<file path="src/pkg/ssech_pkg.sv">
/*
  ssech_pkg: constants, register map and state encoding shared by the
  effecter state command handler and its apb test.
  Assumes a 100 MHz clock and a byte-addressed APB register window.
*/
`default_nettype none

package ssech_pkg;

  // ************************************************************
  // timing
  // ************************************************************
  localparam int CLK_NS = 10;
  localparam int SETTLE_NS = 160;
  localparam int SETTLE_CYC = (SETTLE_NS + CLK_NS - 1) / CLK_NS;

  // ************************************************************
  // register offsets (byte addresses)
  // ************************************************************
  localparam logic [7:0] OFF_CTRL = 8'h00;
  localparam logic [7:0] OFF_STATUS = 8'h04;
  localparam logic [7:0] OFF_HANDLE = 8'h08;
  localparam logic [7:0] OFF_COUNT = 8'h0C;
  localparam logic [7:0] OFF_ADMIN = 8'h10;
  localparam logic [7:0] OFF_RESULT = 8'h14;
  localparam logic [7:0] OFF_SETREC = 8'h20;
  localparam logic [7:0] OFF_RESP = 8'h40;
  localparam logic [7:0] BLK_SPAN = 8'h20;

  // ************************************************************
  // field positions
  // ************************************************************
  localparam int CTRL_GO_BIT = 0;
  localparam int CTRL_SET_BIT = 1;
  localparam int STAT_BUSY_BIT = 0;
  localparam int STAT_DONE_BIT = 1;
  localparam int STAT_PEND_BIT = 2;
  localparam int BYTE1_LSB = 8;
  localparam int BYTE2_LSB = 16;
  localparam int ADM_COND_LSB = 8;
  localparam int ADM_OFF_LSB = 10;
  localparam int ADM_IDX_LSB = 13;

  // ************************************************************
  // result codes, selector and condition encodings
  // ************************************************************
  localparam logic [7:0] RC_SUCCESS = 8'h00;
  localparam logic [7:0] RC_INV_DATA = 8'h02;
  localparam logic [7:0] RC_UNKNOWN_HANDLE = 8'h80;
  localparam logic [7:0] RC_INVALID_STATE = 8'h81;
  localparam logic [7:0] RC_UNSUPPORTED_STATE = 8'h82;
  localparam logic [7:0] SEL_KEEP_CURRENT = 8'h00;
  localparam logic [7:0] SEL_APPLY_TARGET = 8'h01;
  localparam logic [1:0] COND_EN_PEND = 2'h0;
  localparam logic [1:0] COND_EN_IDLE = 2'h1;
  localparam logic [1:0] COND_DISABLED = 2'h2;
  localparam logic [1:0] COND_UNAVAIL = 2'h3;
  localparam logic [15:0] HND_RSV_LO = 16'h0000;
  localparam logic [15:0] HND_RSV_HI = 16'hFFFF;
  localparam logic [7:0] CNT_MIN = 8'h01;
  localparam logic [7:0] CNT_MAX = 8'h08;
  localparam logic [7:0] UNK_STATE = 8'h00;
  localparam int SLOT_W = 18;

  // ************************************************************
  // reset values
  // ************************************************************
  localparam logic [15:0] RST_HANDLE = 16'h0000;
  localparam logic [7:0] RST_COUNT = 8'h01;

  typedef enum logic [6:0] {
    ST_INIT = 7'h01,
    ST_IDLE = 7'h02,
    ST_CHK = 7'h04,
    ST_WR = 7'h08,
    ST_GET = 7'h10,
    ST_COMMIT = 7'h20,
    ST_SPARE = 7'h40
  } ssech_state_e;

endpackage : ssech_pkg

`default_nettype wire

</file>
<file path="src/hdl/ssech_mem.sv">
/*
  ssech_mem: slot memory, one word per sub-actuator, registered read.
  Assumes the owner never relies on read data in the cycle of the address.
*/
`timescale 1ns/10ps
`default_nettype none

module ssech_mem #(
  parameter int W = 18,
  parameter int AW = 5
) (
  // clock and reset
  input wire logic clk,
  input wire logic srst,
  // write port
  input wire logic we,
  input wire logic [AW-1:0] wa,
  input wire logic [W-1:0] wd,
  // read port
  input wire logic [AW-1:0] ra,
  output logic [W-1:0] rd
);

  logic [W-1:0] mem_r [2**AW];
  logic [W-1:0] rd_r;

  // storage write
  always_ff @(posedge clk)
  begin
    if (we)
    begin
      mem_r[wa] <= wd;
    end
  end

  // read data register, old data on collision
  always_ff @(posedge clk)
  begin
    if (srst)
    begin
      rd_r <= '0;
    end
    else
    begin
      rd_r <= mem_r[ra];
    end
  end

  assign rd = rd_r;

endmodule : ssech_mem

`default_nettype wire

</file>
<file path="src/hdl/ssech_top.sv">
/*
  ssech_top: set-states / get-states command handler for state actuators,
  driven by software over APB.
  Assumes an APB master on clk; N_ACT of at least 2.
*/
//
// Contract
// - a record with the keep-current selector leaves its slot alone.
// - a record with apply-target drives the slot to its target value.
// - target values are checked against each actuator's own state set; the code checks every actuator against the one range 1..MAX_STATE.
// - a get request carries a 16-bit handle naming an actuator.
// - handles 0x0000 and 0xFFFF are never valid actuators.
// - an unmatched handle answers 0x80, else base codes are used.
// - a get answer carries a count byte from 0x01 to 0x08.
// - one handle spans up to eight offsets 0..7, returned in order.
// - one record is returned per counted sub-actuator.
// - each record is condition byte then awaited state byte.
// - conditions include enabled variants, disabled=2 and unavailable.
// - while pending the awaited value is returned, else the present one; the code returns 0 for disabled and unavailable slots.
// - set rejects 0x81 bad value, 0x82 unsupported, 0x80 bad handle.
`timescale 1ns/10ps
`default_nettype none

module ssech_top #(
  parameter int N_ACT = 4,
  parameter int SUBS = 8,
  parameter logic [15:0] HANDLE_BASE = 16'h0001,
  parameter logic [7:0] MAX_STATE = 8'h0F,
  parameter int SETTLE_CYC = ssech_pkg::SETTLE_CYC
) (
  // clock and reset
  input wire logic clk,
  input wire logic srst,
  // apb slave
  input wire logic psel,
  input wire logic penable,
  input wire logic pwrite,
  input wire logic [7:0] paddr,
  input wire logic [31:0] pwdata,
  output logic [31:0] prdata,
  output logic pready,
  output logic pslverr,
  // actuator drive
  output logic act_set_valid,
  output logic [15:0] act_set_handle,
  output logic [2:0] act_set_off,
  output logic [7:0] act_set_value
);

  localparam int IW = $clog2(N_ACT);
  localparam int AW = IW + 3;
  localparam int SW = ssech_pkg::SLOT_W;

  // ************************************************************
  // helpers
  // ************************************************************
  function automatic logic hnd_ok(input logic [15:0] h);
    logic [15:0] d;
    d = h - HANDLE_BASE;
    hnd_ok = (h != ssech_pkg::HND_RSV_LO) && (h != ssech_pkg::HND_RSV_HI)
      && (h >= HANDLE_BASE) && (d < 16'(N_ACT));
  endfunction : hnd_ok

  function automatic logic in_blk(input logic [7:0] a,
    input logic [7:0] base);
    in_blk = (a >= base) && (a < base + ssech_pkg::BLK_SPAN);
  endfunction : in_blk

  // ************************************************************
  // state
  // ************************************************************
  ssech_pkg::ssech_state_e state_r;
  logic pready_r, pslverr_r, go_r, go_set_r, done_r, arm_r, adm_r;
  logic [31:0] prdata_r;
  logic [15:0] handle_r, timer_r;
  logic [7:0] count_r, rc_r, rcnt_r, rlen_r, chk_rc_r, cmd_rc;
  logic [7:0] rec_sel_r [8];
  logic [7:0] rec_val_r [8];
  logic [7:0] cur_r [8];
  logic [7:0] resp_cond_r [8];
  logic [7:0] resp_st_r [8];
  logic [SW-1:0] adm_wd_r, wd, rdat;
  logic [AW-1:0] adm_wa_r, wa, ra, init_cnt_r;
  logic [IW-1:0] idx_r, cidx_r;
  logic [3:0] ptr_r, lim_r;
  logic [2:0] rd_off_r;
  logic rd_v_r, we, last_rd, issue, busy, applied_r;
  logic act_v_r;
  logic [15:0] act_h_r;
  logic [2:0] act_o_r;
  logic [7:0] act_val_r;

  logic xfer, wr_ok, map_ok, ro_reg;
  logic [31:0] rd_mux;
  logic [1:0] r_cond;
  logic [7:0] r_awd, r_pres;

  assign r_cond = rdat[17:16];
  assign r_awd = rdat[15:8];
  assign r_pres = rdat[7:0];
  assign busy = (state_r != ssech_pkg::ST_IDLE) | go_r | adm_r;
  assign xfer = psel & penable & pready_r;
  assign wr_ok = xfer & pwrite & ~pslverr_r;
  assign issue = (state_r == ssech_pkg::ST_CHK
    || state_r == ssech_pkg::ST_GET
    || state_r == ssech_pkg::ST_COMMIT) && (ptr_r < lim_r);
  assign last_rd = rd_v_r && (4'(rd_off_r) == lim_r - 4'h1);
  assign ra = {(state_r == ssech_pkg::ST_COMMIT) ? cidx_r : idx_r,
    ptr_r[2:0]};

  // ************************************************************
  // apb register access
  // ************************************************************

  // read mux and decode
  always_comb
  begin
    rd_mux = '0;
    map_ok = 1'b1;
    ro_reg = 1'b0;
    case (paddr)
      ssech_pkg::OFF_CTRL: rd_mux = '0;
      ssech_pkg::OFF_STATUS:
      begin
        ro_reg = 1'b1;
        rd_mux[ssech_pkg::STAT_BUSY_BIT] = busy;
        rd_mux[ssech_pkg::STAT_DONE_BIT] = done_r;
        rd_mux[ssech_pkg::STAT_PEND_BIT] = arm_r;
      end
      ssech_pkg::OFF_HANDLE: rd_mux[15:0] = handle_r;
      ssech_pkg::OFF_COUNT: rd_mux[7:0] = count_r;
      ssech_pkg::OFF_ADMIN: rd_mux = '0;
      ssech_pkg::OFF_RESULT:
      begin
        ro_reg = 1'b1;
        rd_mux = {8'h00, rlen_r, rcnt_r, rc_r};
      end
      default:
      begin
        if (in_blk(paddr, ssech_pkg::OFF_SETREC))
        begin
          rd_mux = {16'h0000, rec_val_r[paddr[4:2]],
            rec_sel_r[paddr[4:2]]};
        end
        else if (in_blk(paddr, ssech_pkg::OFF_RESP))
        begin
          ro_reg = 1'b1;
          // slots past the count read zero
          if (5'(paddr[4:2]) < 5'(rcnt_r))
          begin
            rd_mux = {16'h0000, resp_st_r[paddr[4:2]],
              resp_cond_r[paddr[4:2]]};
          end
        end
        else
        begin
          map_ok = 1'b0;
        end
      end
    endcase
    if (paddr[1:0] != 2'h0)
    begin
      map_ok = 1'b0;
    end
  end

  // one wait state, answer registered
  always_ff @(posedge clk)
  begin
    if (srst)
    begin
      pready_r <= 1'b0;
      pslverr_r <= 1'b0;
      prdata_r <= '0;
    end
    else
    begin
      pready_r <= psel & penable & ~pready_r;
      if (psel & penable & ~pready_r)
      begin
        pslverr_r <= ~map_ok | (pwrite & (ro_reg | busy));
        prdata_r <= (map_ok & ~pwrite) ? rd_mux : '0;
      end
      else
      begin
        pslverr_r <= 1'b0;
        prdata_r <= '0;
      end
    end
  end

  // request registers
  always_ff @(posedge clk)
  begin
    if (srst)
    begin
      handle_r <= ssech_pkg::RST_HANDLE;
      count_r <= ssech_pkg::RST_COUNT;
      for (int i = 0; i < 8; i++)
      begin
        rec_sel_r[i] <= ssech_pkg::SEL_KEEP_CURRENT;
        rec_val_r[i] <= ssech_pkg::UNK_STATE;
      end
    end
    else if (wr_ok)
    begin
      if (paddr == ssech_pkg::OFF_HANDLE)
      begin
        handle_r <= pwdata[15:0];
      end
      if (paddr == ssech_pkg::OFF_COUNT)
      begin
        count_r <= pwdata[7:0];
      end
      if (in_blk(paddr, ssech_pkg::OFF_SETREC))
      begin
        rec_sel_r[paddr[4:2]] <= pwdata[7:0];
        rec_val_r[paddr[4:2]] <= pwdata[ssech_pkg::BYTE1_LSB +: 8];
      end
    end
  end

  // command and slot-admin requests
  always_ff @(posedge clk)
  begin
    if (srst)
    begin
      go_r <= 1'b0;
      go_set_r <= 1'b0;
      adm_r <= 1'b0;
      adm_wa_r <= '0;
      adm_wd_r <= '0;
    end
    else
    begin
      if (wr_ok && paddr == ssech_pkg::OFF_CTRL
        && pwdata[ssech_pkg::CTRL_GO_BIT])
      begin
        go_r <= 1'b1;
        go_set_r <= pwdata[ssech_pkg::CTRL_SET_BIT];
      end
      else if (state_r == ssech_pkg::ST_IDLE && !adm_r
        && !(arm_r && (timer_r == 16'h0000 || go_set_r)))
      begin
        go_r <= 1'b0;
      end
      if (wr_ok && paddr == ssech_pkg::OFF_ADMIN)
      begin
        adm_r <= 1'b1;
        adm_wa_r <= {pwdata[ssech_pkg::ADM_IDX_LSB +: IW],
          pwdata[ssech_pkg::ADM_OFF_LSB +: 3]};
        adm_wd_r <= {pwdata[ssech_pkg::ADM_COND_LSB +: 2],
          pwdata[7:0], pwdata[7:0]};
      end
      else if (state_r == ssech_pkg::ST_IDLE)
      begin
        adm_r <= 1'b0;
      end
    end
  end

  // ************************************************************
  // slot memory
  // ************************************************************

  // write port mux
  always_comb
  begin
    we = 1'b0;
    wa = '0;
    wd = '0;
    case (state_r)
      ssech_pkg::ST_INIT:
      begin
        we = 1'b1;
        wa = init_cnt_r;
        wd = {ssech_pkg::COND_DISABLED, ssech_pkg::UNK_STATE,
          ssech_pkg::UNK_STATE};
      end
      ssech_pkg::ST_IDLE:
      begin
        we = adm_r;
        wa = adm_wa_r;
        wd = adm_wd_r;
      end
      ssech_pkg::ST_WR:
      begin
        // keep-current records are skipped
        if (ptr_r < lim_r
          && rec_sel_r[ptr_r[2:0]] == ssech_pkg::SEL_APPLY_TARGET)
        begin
          we = 1'b1;
          wa = {idx_r, ptr_r[2:0]};
          wd = {ssech_pkg::COND_EN_PEND, rec_val_r[ptr_r[2:0]],
            cur_r[ptr_r[2:0]]};
        end
      end
      ssech_pkg::ST_COMMIT:
      begin
        if (rd_v_r && r_cond == ssech_pkg::COND_EN_PEND)
        begin
          we = 1'b1;
          wa = {cidx_r, rd_off_r};
          wd = {ssech_pkg::COND_EN_IDLE, r_awd, r_awd};
        end
      end
      default: we = 1'b0;
    endcase
  end

  ssech_mem #(.W(SW), .AW(AW)) u_mem (
    .clk(clk),
    .srst(srst),
    .we(we),
    .wa(wa),
    .wd(wd),
    .ra(ra),
    .rd(rdat)
  );

  // ************************************************************
  // set record check
  // ************************************************************

  // error of the record coming back from memory
  always_comb
  begin
    cmd_rc = ssech_pkg::RC_SUCCESS;
    if (rec_sel_r[rd_off_r] == ssech_pkg::SEL_APPLY_TARGET)
    begin
      if (rec_val_r[rd_off_r] == ssech_pkg::UNK_STATE
        || rec_val_r[rd_off_r] > MAX_STATE)
      begin
        cmd_rc = ssech_pkg::RC_INVALID_STATE;
      end
      else if (r_cond == ssech_pkg::COND_DISABLED
        || r_cond == ssech_pkg::COND_UNAVAIL)
      begin
        cmd_rc = ssech_pkg::RC_UNSUPPORTED_STATE;
      end
    end
    else if (rec_sel_r[rd_off_r] != ssech_pkg::SEL_KEEP_CURRENT)
    begin
      cmd_rc = ssech_pkg::RC_INV_DATA;
    end
    if (chk_rc_r != ssech_pkg::RC_SUCCESS)
    begin
      cmd_rc = chk_rc_r;
    end
  end

  // ************************************************************
  // command sequencer
  // ************************************************************
  always_ff @(posedge clk)
  begin
    if (srst)
    begin
      state_r <= ssech_pkg::ST_INIT;
      init_cnt_r <= '0;
      ptr_r <= '0;
      lim_r <= '0;
      idx_r <= '0;
      rd_v_r <= 1'b0;
      rd_off_r <= '0;
      chk_rc_r <= ssech_pkg::RC_SUCCESS;
      rc_r <= ssech_pkg::RC_SUCCESS;
      rcnt_r <= '0;
      rlen_r <= '0;
      done_r <= 1'b0;
      applied_r <= 1'b0;
      for (int i = 0; i < 8; i++)
      begin
        cur_r[i] <= ssech_pkg::UNK_STATE;
        resp_cond_r[i] <= '0;
        resp_st_r[i] <= '0;
      end
    end
    else
    begin
      rd_v_r <= issue;
      rd_off_r <= ptr_r[2:0];
      if (issue)
      begin
        ptr_r <= ptr_r + 4'h1;
      end
      case (state_r)
        ssech_pkg::ST_INIT:
        begin
          init_cnt_r <= init_cnt_r + 1'b1;
          if (init_cnt_r == AW'(2**AW - 1))
          begin
            state_r <= ssech_pkg::ST_IDLE;
          end
        end
        ssech_pkg::ST_IDLE:
        begin
          ptr_r <= '0;
          chk_rc_r <= ssech_pkg::RC_SUCCESS;
          applied_r <= 1'b0;
          if (adm_r)
          begin
            state_r <= ssech_pkg::ST_IDLE;
          end
          else if (arm_r && (timer_r == 16'h0000 || (go_r && go_set_r)))
          begin
            lim_r <= 4'(SUBS);
            state_r <= ssech_pkg::ST_COMMIT;
          end
          else if (go_r)
          begin
            done_r <= 1'b0;
            idx_r <= IW'(handle_r - HANDLE_BASE);
            rcnt_r <= '0;
            rlen_r <= 8'h01;
            if (!hnd_ok(handle_r))
            begin
              rc_r <= ssech_pkg::RC_UNKNOWN_HANDLE;
              done_r <= 1'b1;
            end
            else if (go_set_r && (count_r < ssech_pkg::CNT_MIN
              || count_r > ssech_pkg::CNT_MAX
              || count_r > 8'(SUBS)))
            begin
              rc_r <= ssech_pkg::RC_INV_DATA;
              done_r <= 1'b1;
            end
            else if (go_set_r)
            begin
              lim_r <= count_r[3:0];
              state_r <= ssech_pkg::ST_CHK;
            end
            else
            begin
              lim_r <= 4'(SUBS);
              state_r <= ssech_pkg::ST_GET;
            end
          end
        end
        ssech_pkg::ST_CHK:
        begin
          if (rd_v_r)
          begin
            cur_r[rd_off_r] <= r_pres;
            chk_rc_r <= cmd_rc;
          end
          if (last_rd)
          begin
            ptr_r <= '0;
            if (cmd_rc != ssech_pkg::RC_SUCCESS)
            begin
              rc_r <= cmd_rc;
              done_r <= 1'b1;
              state_r <= ssech_pkg::ST_IDLE;
            end
            else
            begin
              state_r <= ssech_pkg::ST_WR;
            end
          end
        end
        ssech_pkg::ST_WR:
        begin
          ptr_r <= ptr_r + 4'h1;
          if (we)
          begin
            applied_r <= 1'b1;
          end
          if (ptr_r == lim_r - 4'h1)
          begin
            rc_r <= ssech_pkg::RC_SUCCESS;
            done_r <= 1'b1;
            state_r <= ssech_pkg::ST_IDLE;
          end
        end
        ssech_pkg::ST_GET:
        begin
          if (rd_v_r)
          begin
            resp_cond_r[rd_off_r] <= {6'h00, r_cond};
            if (r_cond == ssech_pkg::COND_EN_PEND)
            begin
              resp_st_r[rd_off_r] <= r_awd;
            end
            else if (r_cond == ssech_pkg::COND_EN_IDLE)
            begin
              resp_st_r[rd_off_r] <= r_pres;
            end
            else
            begin
              resp_st_r[rd_off_r] <= ssech_pkg::UNK_STATE;
            end
          end
          if (last_rd)
          begin
            rc_r <= ssech_pkg::RC_SUCCESS;
            rcnt_r <= 8'(SUBS);
            rlen_r <= 8'(2 + 2 * SUBS);
            done_r <= 1'b1;
            state_r <= ssech_pkg::ST_IDLE;
          end
        end
        ssech_pkg::ST_COMMIT:
        begin
          if (last_rd)
          begin
            state_r <= ssech_pkg::ST_IDLE;
          end
        end
        default: state_r <= ssech_pkg::ST_IDLE;
      endcase
    end
  end

  // settle timer and pending flag
  always_ff @(posedge clk)
  begin
    if (srst)
    begin
      arm_r <= 1'b0;
      timer_r <= '0;
      cidx_r <= '0;
    end
    else if (state_r == ssech_pkg::ST_WR && ptr_r == lim_r - 4'h1)
    begin
      arm_r <= applied_r | we;
      timer_r <= 16'(SETTLE_CYC);
      cidx_r <= idx_r;
    end
    else if (state_r == ssech_pkg::ST_COMMIT && last_rd)
    begin
      arm_r <= 1'b0;
    end
    else if (timer_r != 16'h0000)
    begin
      timer_r <= timer_r - 16'h0001;
    end
  end

  // actuator drive pulse on commit
  always_ff @(posedge clk)
  begin
    if (srst)
    begin
      act_v_r <= 1'b0;
      act_h_r <= '0;
      act_o_r <= '0;
      act_val_r <= '0;
    end
    else
    begin
      act_v_r <= (state_r == ssech_pkg::ST_COMMIT) && we;
      if ((state_r == ssech_pkg::ST_COMMIT) && we)
      begin
        act_h_r <= HANDLE_BASE + 16'(cidx_r);
        act_o_r <= rd_off_r;
        act_val_r <= r_awd;
      end
    end
  end

  assign prdata = prdata_r;
  assign pready = pready_r;
  assign pslverr = pslverr_r;
  assign act_set_valid = act_v_r;
  assign act_set_handle = act_h_r;
  assign act_set_off = act_o_r;
  assign act_set_value = act_val_r;

endmodule : ssech_top

`default_nettype wire

</file>
<file path="config.mk">
export PLATFORM = sky130hd
export DESIGN_NAME = ssech_top
export DESIGN_NICKNAME = d
export VERILOG_FILES = /design/src/pkg/ssech_pkg.sv /design/src/hdl/ssech_mem.sv /design/src/hdl/ssech_top.sv
export SDC_FILE = /design/constraint.sdc
export NUM_CORES = 2
export LEC_CHECK = 0
export BUFFER_PORTS_ARGS = -buffer_cell sky130_fd_sc_hd__buf_2
export CAP_MARGIN = 30
export CORE_AREA = 10 10 321 323
export CTS_BUF_LIST = sky130_fd_sc_hd__clkbuf_8
export DETAILED_ROUTE_END_ITERATION = 7
export DIE_AREA = 0 0 331 333
export HOLD_SLACK_MARGIN = 0.05
export PLACE_DENSITY_LB_ADDON = 0.3
export REMOVE_ABC_BUFFERS = 1
export SLEW_MARGIN = 20
export SYNTH_ARGS = -nofsm -noshare
export SYNTH_HDL_FRONTEND = slang
export SYNTH_HIERARCHICAL = 1
export SYNTH_SLANG_ARGS = --single-unit
</file>
<file path="constraint.sdc">
create_clock -name clk -period 6.7 [get_ports clk]
set_clock_uncertainty 0.2 [all_clocks]
set_input_delay 1.34 -clock clk [delete_from_list [all_inputs] [get_ports clk]]
set_output_delay 1.34 -clock clk [all_outputs]
set_load 0.01 [all_outputs]
</file>
### Yosys cells after proc, flatten, opt, wreduce, memory -nomap -nowiden

Memories as Yosys holds them, arrays and structs flattened. A register that Yosys moved wholly into a read port is not among the register bits.
Cells that the tools add are included.

| word-level totals | value |
|---|---|
| logic and storage cells | 339 |
| output and inout port bits | 62 |
| memories kept | 6 |
| register bits after elaboration | 191 |
| input bits | 45 |
| RAM bits | 848 |

| operators by class | value |
|---|---|
| bitwise operators | 23 |
| muxes and demuxes | 145 |
| equality and inequality tests | 38 |
| $add $sub $neg | 6 |
| $lt $le $gt $ge | 11 |
| reductions and logical operators | 79 |

Memories:

| memory | words | width | rd ports | clocked after memory_dff | wr ports | RTL line | RTL |
|---|---|---|---|---|---|---|---|
| u_mem.mem_r | 32 | 18 | 1 | 1 | 1 | ssech_mem.sv:24 | `logic [W-1:0] mem_r [2**AW];` |
| cur_r | 8 | 8 | 1 | 1 | 8 | ssech_top.sv:79 | `logic [7:0] cur_r [8];` |
| rec_sel_r | 8 | 8 | 3 | 2 | 8 | ssech_top.sv:77 | `logic [7:0] rec_sel_r [8];` |
| rec_val_r | 8 | 8 | 3 | 2 | 8 | ssech_top.sv:78 | `logic [7:0] rec_val_r [8];` |
| resp_st_r | 8 | 8 | 1 | 0 | 8 | ssech_top.sv:81 | `logic [7:0] resp_st_r [8];` |
| resp_cond_r | 8 | 2 | 1 | 0 | 8 | ssech_top.sv:80 | `logic [7:0] resp_cond_r [8];` |

Operators with widths:

| operator | number |
|---|---|
| 8-bit two-way mux | 28 |
| 18-bit case mux with 4 select lines | 1 |
| 32-bit two-way mux | 2 |
| 7-bit two-way mux | 9 |
| 1-bit two-way mux | 60 |
| 8-bit case mux with 2 select lines | 3 |
| 5-bit case mux with 4 select lines | 2 |
| 7-bit case mux with 5 select lines | 1 |
| 16-bit two-way mux | 2 |
| 4-bit two-way mux | 8 |
| 16-bit case mux with 2 select lines | 1 |
| 8-bit case mux with 4 select lines | 1 |
| 16-bit nonzero test | 2 |
| 8-bit OR reduction | 4 |
| 16-bit by 1-bit subtractor with 16-bit output (second input constant) | 2 |
| 3-bit two-way mux | 10 |
| 5-bit two-way mux | 6 |
| 8-bit case mux with 3 select lines | 1 |
| 8-bit nonzero test | 3 |
| 2-bit inequality test (second input constant) | 11 |
| 1-bit logical AND | 21 |
| 2-bit nonzero test | 10 |
| 17-bit two-way mux | 1 |
| 8-bit by 1-bit equality test with 1-bit output (second input constant) | 2 |
| other kinds (59) | 111 |

### Depth between registers and ports, before layout

| logic depth | value |
|---|---|
| depth in word-level cells | 11 |
| mapped depth | 12 |

### Cells and area by module

Netlist, hierarchy kept.

By module, submodules not included:

| module | cells each | area an instance (um2) | times used |
|---|---|---|---|
| ssech_mem | 993 | 22753.1 | 1 |
| ssech_top | 1772 | 20268.2 | 1 |

### Least setup slack after synthesis

OpenSTA, ideal clock, no wires.

| path | value |
|---|---|
| kind | register to register |
| start | memory rec_sel_r[0][4] |
| end | memory u_mem.mem_r[19][0] (enable) |
| arrival time | 3559 ps |
| library setup time | 393 ps |
| slack | 2548 ps |
| path buffers | 1 |
| period minus slack after synthesis | 4152 ps |
| stages on the path, launching flop included | 10 |
| cell sequence | edfxtp_1 > or4_1 > nor4_1 > a311oi_1 > a311oi_1 > o21ai_0 > clkbuf_1 > o21ai_0 > or3b_2 > nor2_1 |

RTL lines:

| what | RTL line |
|---|---|
| start: declaration | ssech_top.sv:77 |
| end: declaration | ssech_mem.sv:24 |

==> flow_metrics.env <==
export IMPL_status="finished, final reports clean"
export IMPL_ir_drop_mv=0.178
export IMPL_antenna_found_initial=2
export IMPL_synth_edff_count=848
export IMPL_cp_num_buf_inv=2
export IMPL_setup_tns_ns=0
export IMPL_area_growth_pct=11.2
export IMPL_p_total_mw=12.8
export IMPL_power_leakage_nw=14.9
export IMPL_hold_ws_ns=0.257
export IMPL_postSynthRegisterBits=1007
export IMPL_clk_path_buf_depth=3
export IMPL_die_area_um2=110000
export IMPL_r2r_end="u_mem/mem_r[7][1]"
export IMPL_min_from="applied_r"
export IMPL_overflow=0
export IMPL_dr_pass1_iters=6
export IMPL_drt_initial_drc_count=2786
export IMPL_drcViolationCount=0
export IMPL_hold_path_end="applied_r"
export IMPL_reg2reg_slack_ns=1.71
export IMPL_fillerInstances=7999
export IMPL_seqCellArea_um2=28700
export IMPL_setup_violations=0
export IMPL_rsz0062_at_grt="false"
export IMPL_worstPathArrival_ns=5.32
export IMPL_start_util_pct=44.7
export IMPL_die_h_um=333
export IMPL_post_route_cell_area_um2=47800
export IMPL_place_ws_ns=2.00
export IMPL_r2r_start="rec_sel_r[0][4]"
export IMPL_synth_top_cells_by_count="edfxtp_1 (848), nor2_1 (233), and2_1 (204)"
export IMPL_crit_path_cell_trace="or4_1 -> nor4_1 -> a311oi_1 -> a311oi_1 -> o21ai_2 -> buf_4 -> o21ai_0 -> nand3_1 -> nor2_2 -> buf_8"
export IMPL_cp_slowest_stage_delay_ns=0.65
export IMPL_reg2reg_depth=10
export IMPL_die_w_um=331
export IMPL_grt_use_total_pct=19.6
export IMPL_cp_top_family="simple AND/OR/NAND/NOR gates"
export IMPL_vias=25300
export IMPL_hpwl_um=71500
export IMPL_root_buffer="clkbuf_8"
export IMPL_cts_hold_buf=0
export IMPL_grt_max_degree=145
export IMPL_cts_tree="built"
export IMPL_syn_area_per_cell_um2=15.6
export IMPL_wl_um=109000
export IMPL_clk_latency_ns=0.84
export IMPL_powerDensity_nw_per_um2=269
export IMPL_top_level_ports=107
export IMPL_period_needed_ns=4.99
export IMPL_cp_max_fo=23
export IMPL_drv_slew=0
export IMPL_synthTopCellsByArea="edfxtp_1 (59%), mux4_2 (10%), dfxtp_1 (7.4%), and2_1 (3.0%), mux2i_1 (2.4%)"
export IMPL_post_route_period_util_pct=74.5
export IMPL_dpl_cell_area_um2=44800
export IMPL_postRouteAntennaNets=0
export IMPL_final_cell_count_no_fill=4335
export IMPL_max_freq_mhz=200
export IMPL_crit_top_cell="a311oi_1"
export IMPL_path_clk_slew_ns=0.06
export IMPL_yosysWarnings=6
export IMPL_synth_seq_area_share_pct=66.6
export IMPL_end_kind="register"
export IMPL_hold_path_class="reg -> reg"
export IMPL_gp_congestion=0.882
export IMPL_io_buffers=64
export IMPL_cap_violations=0
export IMPL_grt_pass1_wl_um=163000
export IMPL_tightest_slew_ns=1.02
export IMPL_synth_distinct_cells=87
export IMPL_core_area_um2=96300
export IMPL_ys_flop_type="edfxtp_1"
export IMPL_finalHoldViolCount=0
export IMPL_place_inst=4037
export IMPL_cp_required_ns=7.02
export IMPL_viasPerCell=5.84
export IMPL_ctsResizeCount=0
export IMPL_drive_above_1_share_pct=21.5
export IMPL_fin_nets=2984
export IMPL_synth_largest_area_cell="edfxtp_1"
export IMPL_numClockSinks=1007
export IMPL_synth_most_common_cell="edfxtp_1"
export IMPL_first_global_vias=25800
export IMPL_fin_util_pct=49.7
export IMPL_synth_cells=2765
export IMPL_rows=114
export IMPL_multi_input_area_um2=13400
export IMPL_timing_final_ws_setup_ns=1.71
export IMPL_cts_buffers=159
export IMPL_htreeDepth=4
export IMPL_criticalPathCategory="reg -> reg"
export IMPL_synth_top_area_share_pct=59.2
export IMPL_holdPathStages=2
export IMPL_async_reset_ff_share_pct=0
export IMPL_slowest_stage="nor2_2"
export IMPL_wl_per_cell_um=25.2
export IMPL_post_cts_repair_setup_buffers=0
export IMPL_max_slew_margin_pct=32.3
export IMPL_start_kind="register"
export IMPL_synthesis_area_um2=43000
## power by group
| group | internal, mW | switching [mW] | leakage [nW] |
|---|---|---|---|
| registers | 6.98 | 0.164 | 8.28 |
| logic | 0.337 | 0.560 | 4.87 |
| clock network | 2.43 | 2.38 | 1.73 |
## routing by layer
metal | track usage, % | vias up | wire length (µm)
met3 | 4.34 | 243 | 9950
met2 | 31.0 | 1225 | 51900
met4 | 8.45 | 0 | 4280
met1 | 25.9 | 12800 | 43300
met5 | 0 | - | 0
li1 | - | 11100 | -
## cells in the final DEF (no fill, tap or decap), drive strengths merged, types with 7 or more instances in the layout
cell,n
nand3,36
nand2,135
a222oi,13
a22oi,47
xnor2,13
and2,205
nor3b,8
clkinv,38
and3,9
xor2,10
dfxtp,159
mux4,212
a31oi,22
nor4,19
or3,15
a221oi,20
edfxtp,848
clkbuf,174
or2,19
nand4,8
buf,161
or4,10
o21ai,75
a21oi,91
ha,13
nor2,234
conb,26
nor3,38
inv,98
nand3b,18
a221o,18
mux2i,105
nor2b,14
mux2,28
nand2b,30
o211ai,7
## state kept, by name, summed over array words and instances, names as in the netlist, 16 cells and up
signal,flops
cur_r,64
handle_r,16
prdata,18
rec_sel_r,64
rec_val_r,64
resp_cond_r,16
resp_st_r,64
timer_r,16
u_mem/mem_r,576
u_mem/rd,18
## cell type report
cell class / count / share of cell area, %
clock buffers: 174 / 5.01
flip-flops and latches: 1007 / 59.9
well taps: 1276 / 3.34
inverters: 25 / 0.196
repair buffers: 161 / 2.43
clock inverters: 117 / 1.12
multi-input cells: 1572 / 28.0
diodes: 3 / 0.0157
## worst register-to-register path: cells and delay by family (launching register included)
kind	cells	cell delay (ns)
compound gates	4	1.27
buf+inv	2	0.49
flops	1	0.42
simple gates	4	2.32
## kinds of logic (layout without fill, tap and decap cells)
kind of cell / Yosys count / count (layout) / synth area share [%]
other: 1 / 29 / 0.00872
XOR/XNOR: 23 / 23 / 0.468
AND/OR/NAND/NOR: 818 / 818 / 9.84
adder cells (fa/ha/maj): 13 / 13 / 0.378
multiplexers: 345 / 345 / 14.4
buffers and inverters: 211 / 477 / 2.82
AO/OA/AOI/OAI: 347 / 347 / 5.45
flip-flops: 1007 / 1007 / 66.6
## worst max path at each step
stage                          from            endpoint  depth (start not counted)
floorplan                  ptr_r[0]  u_mem/mem_r[19][0]                          7
global placement    rec_sel_r[0][4]  u_mem/mem_r[3][16]                          9
detailed placement  rec_sel_r[0][4]  u_mem/mem_r[7][14]                         10
CTS                 rec_sel_r[0][4]   u_mem/mem_r[7][1]                         10
global route        rec_sel_r[0][4]   u_mem/mem_r[3][7]                         10
finish              rec_sel_r[0][4]   u_mem/mem_r[7][1]                         10
Power figures use the tool's default switching activity.
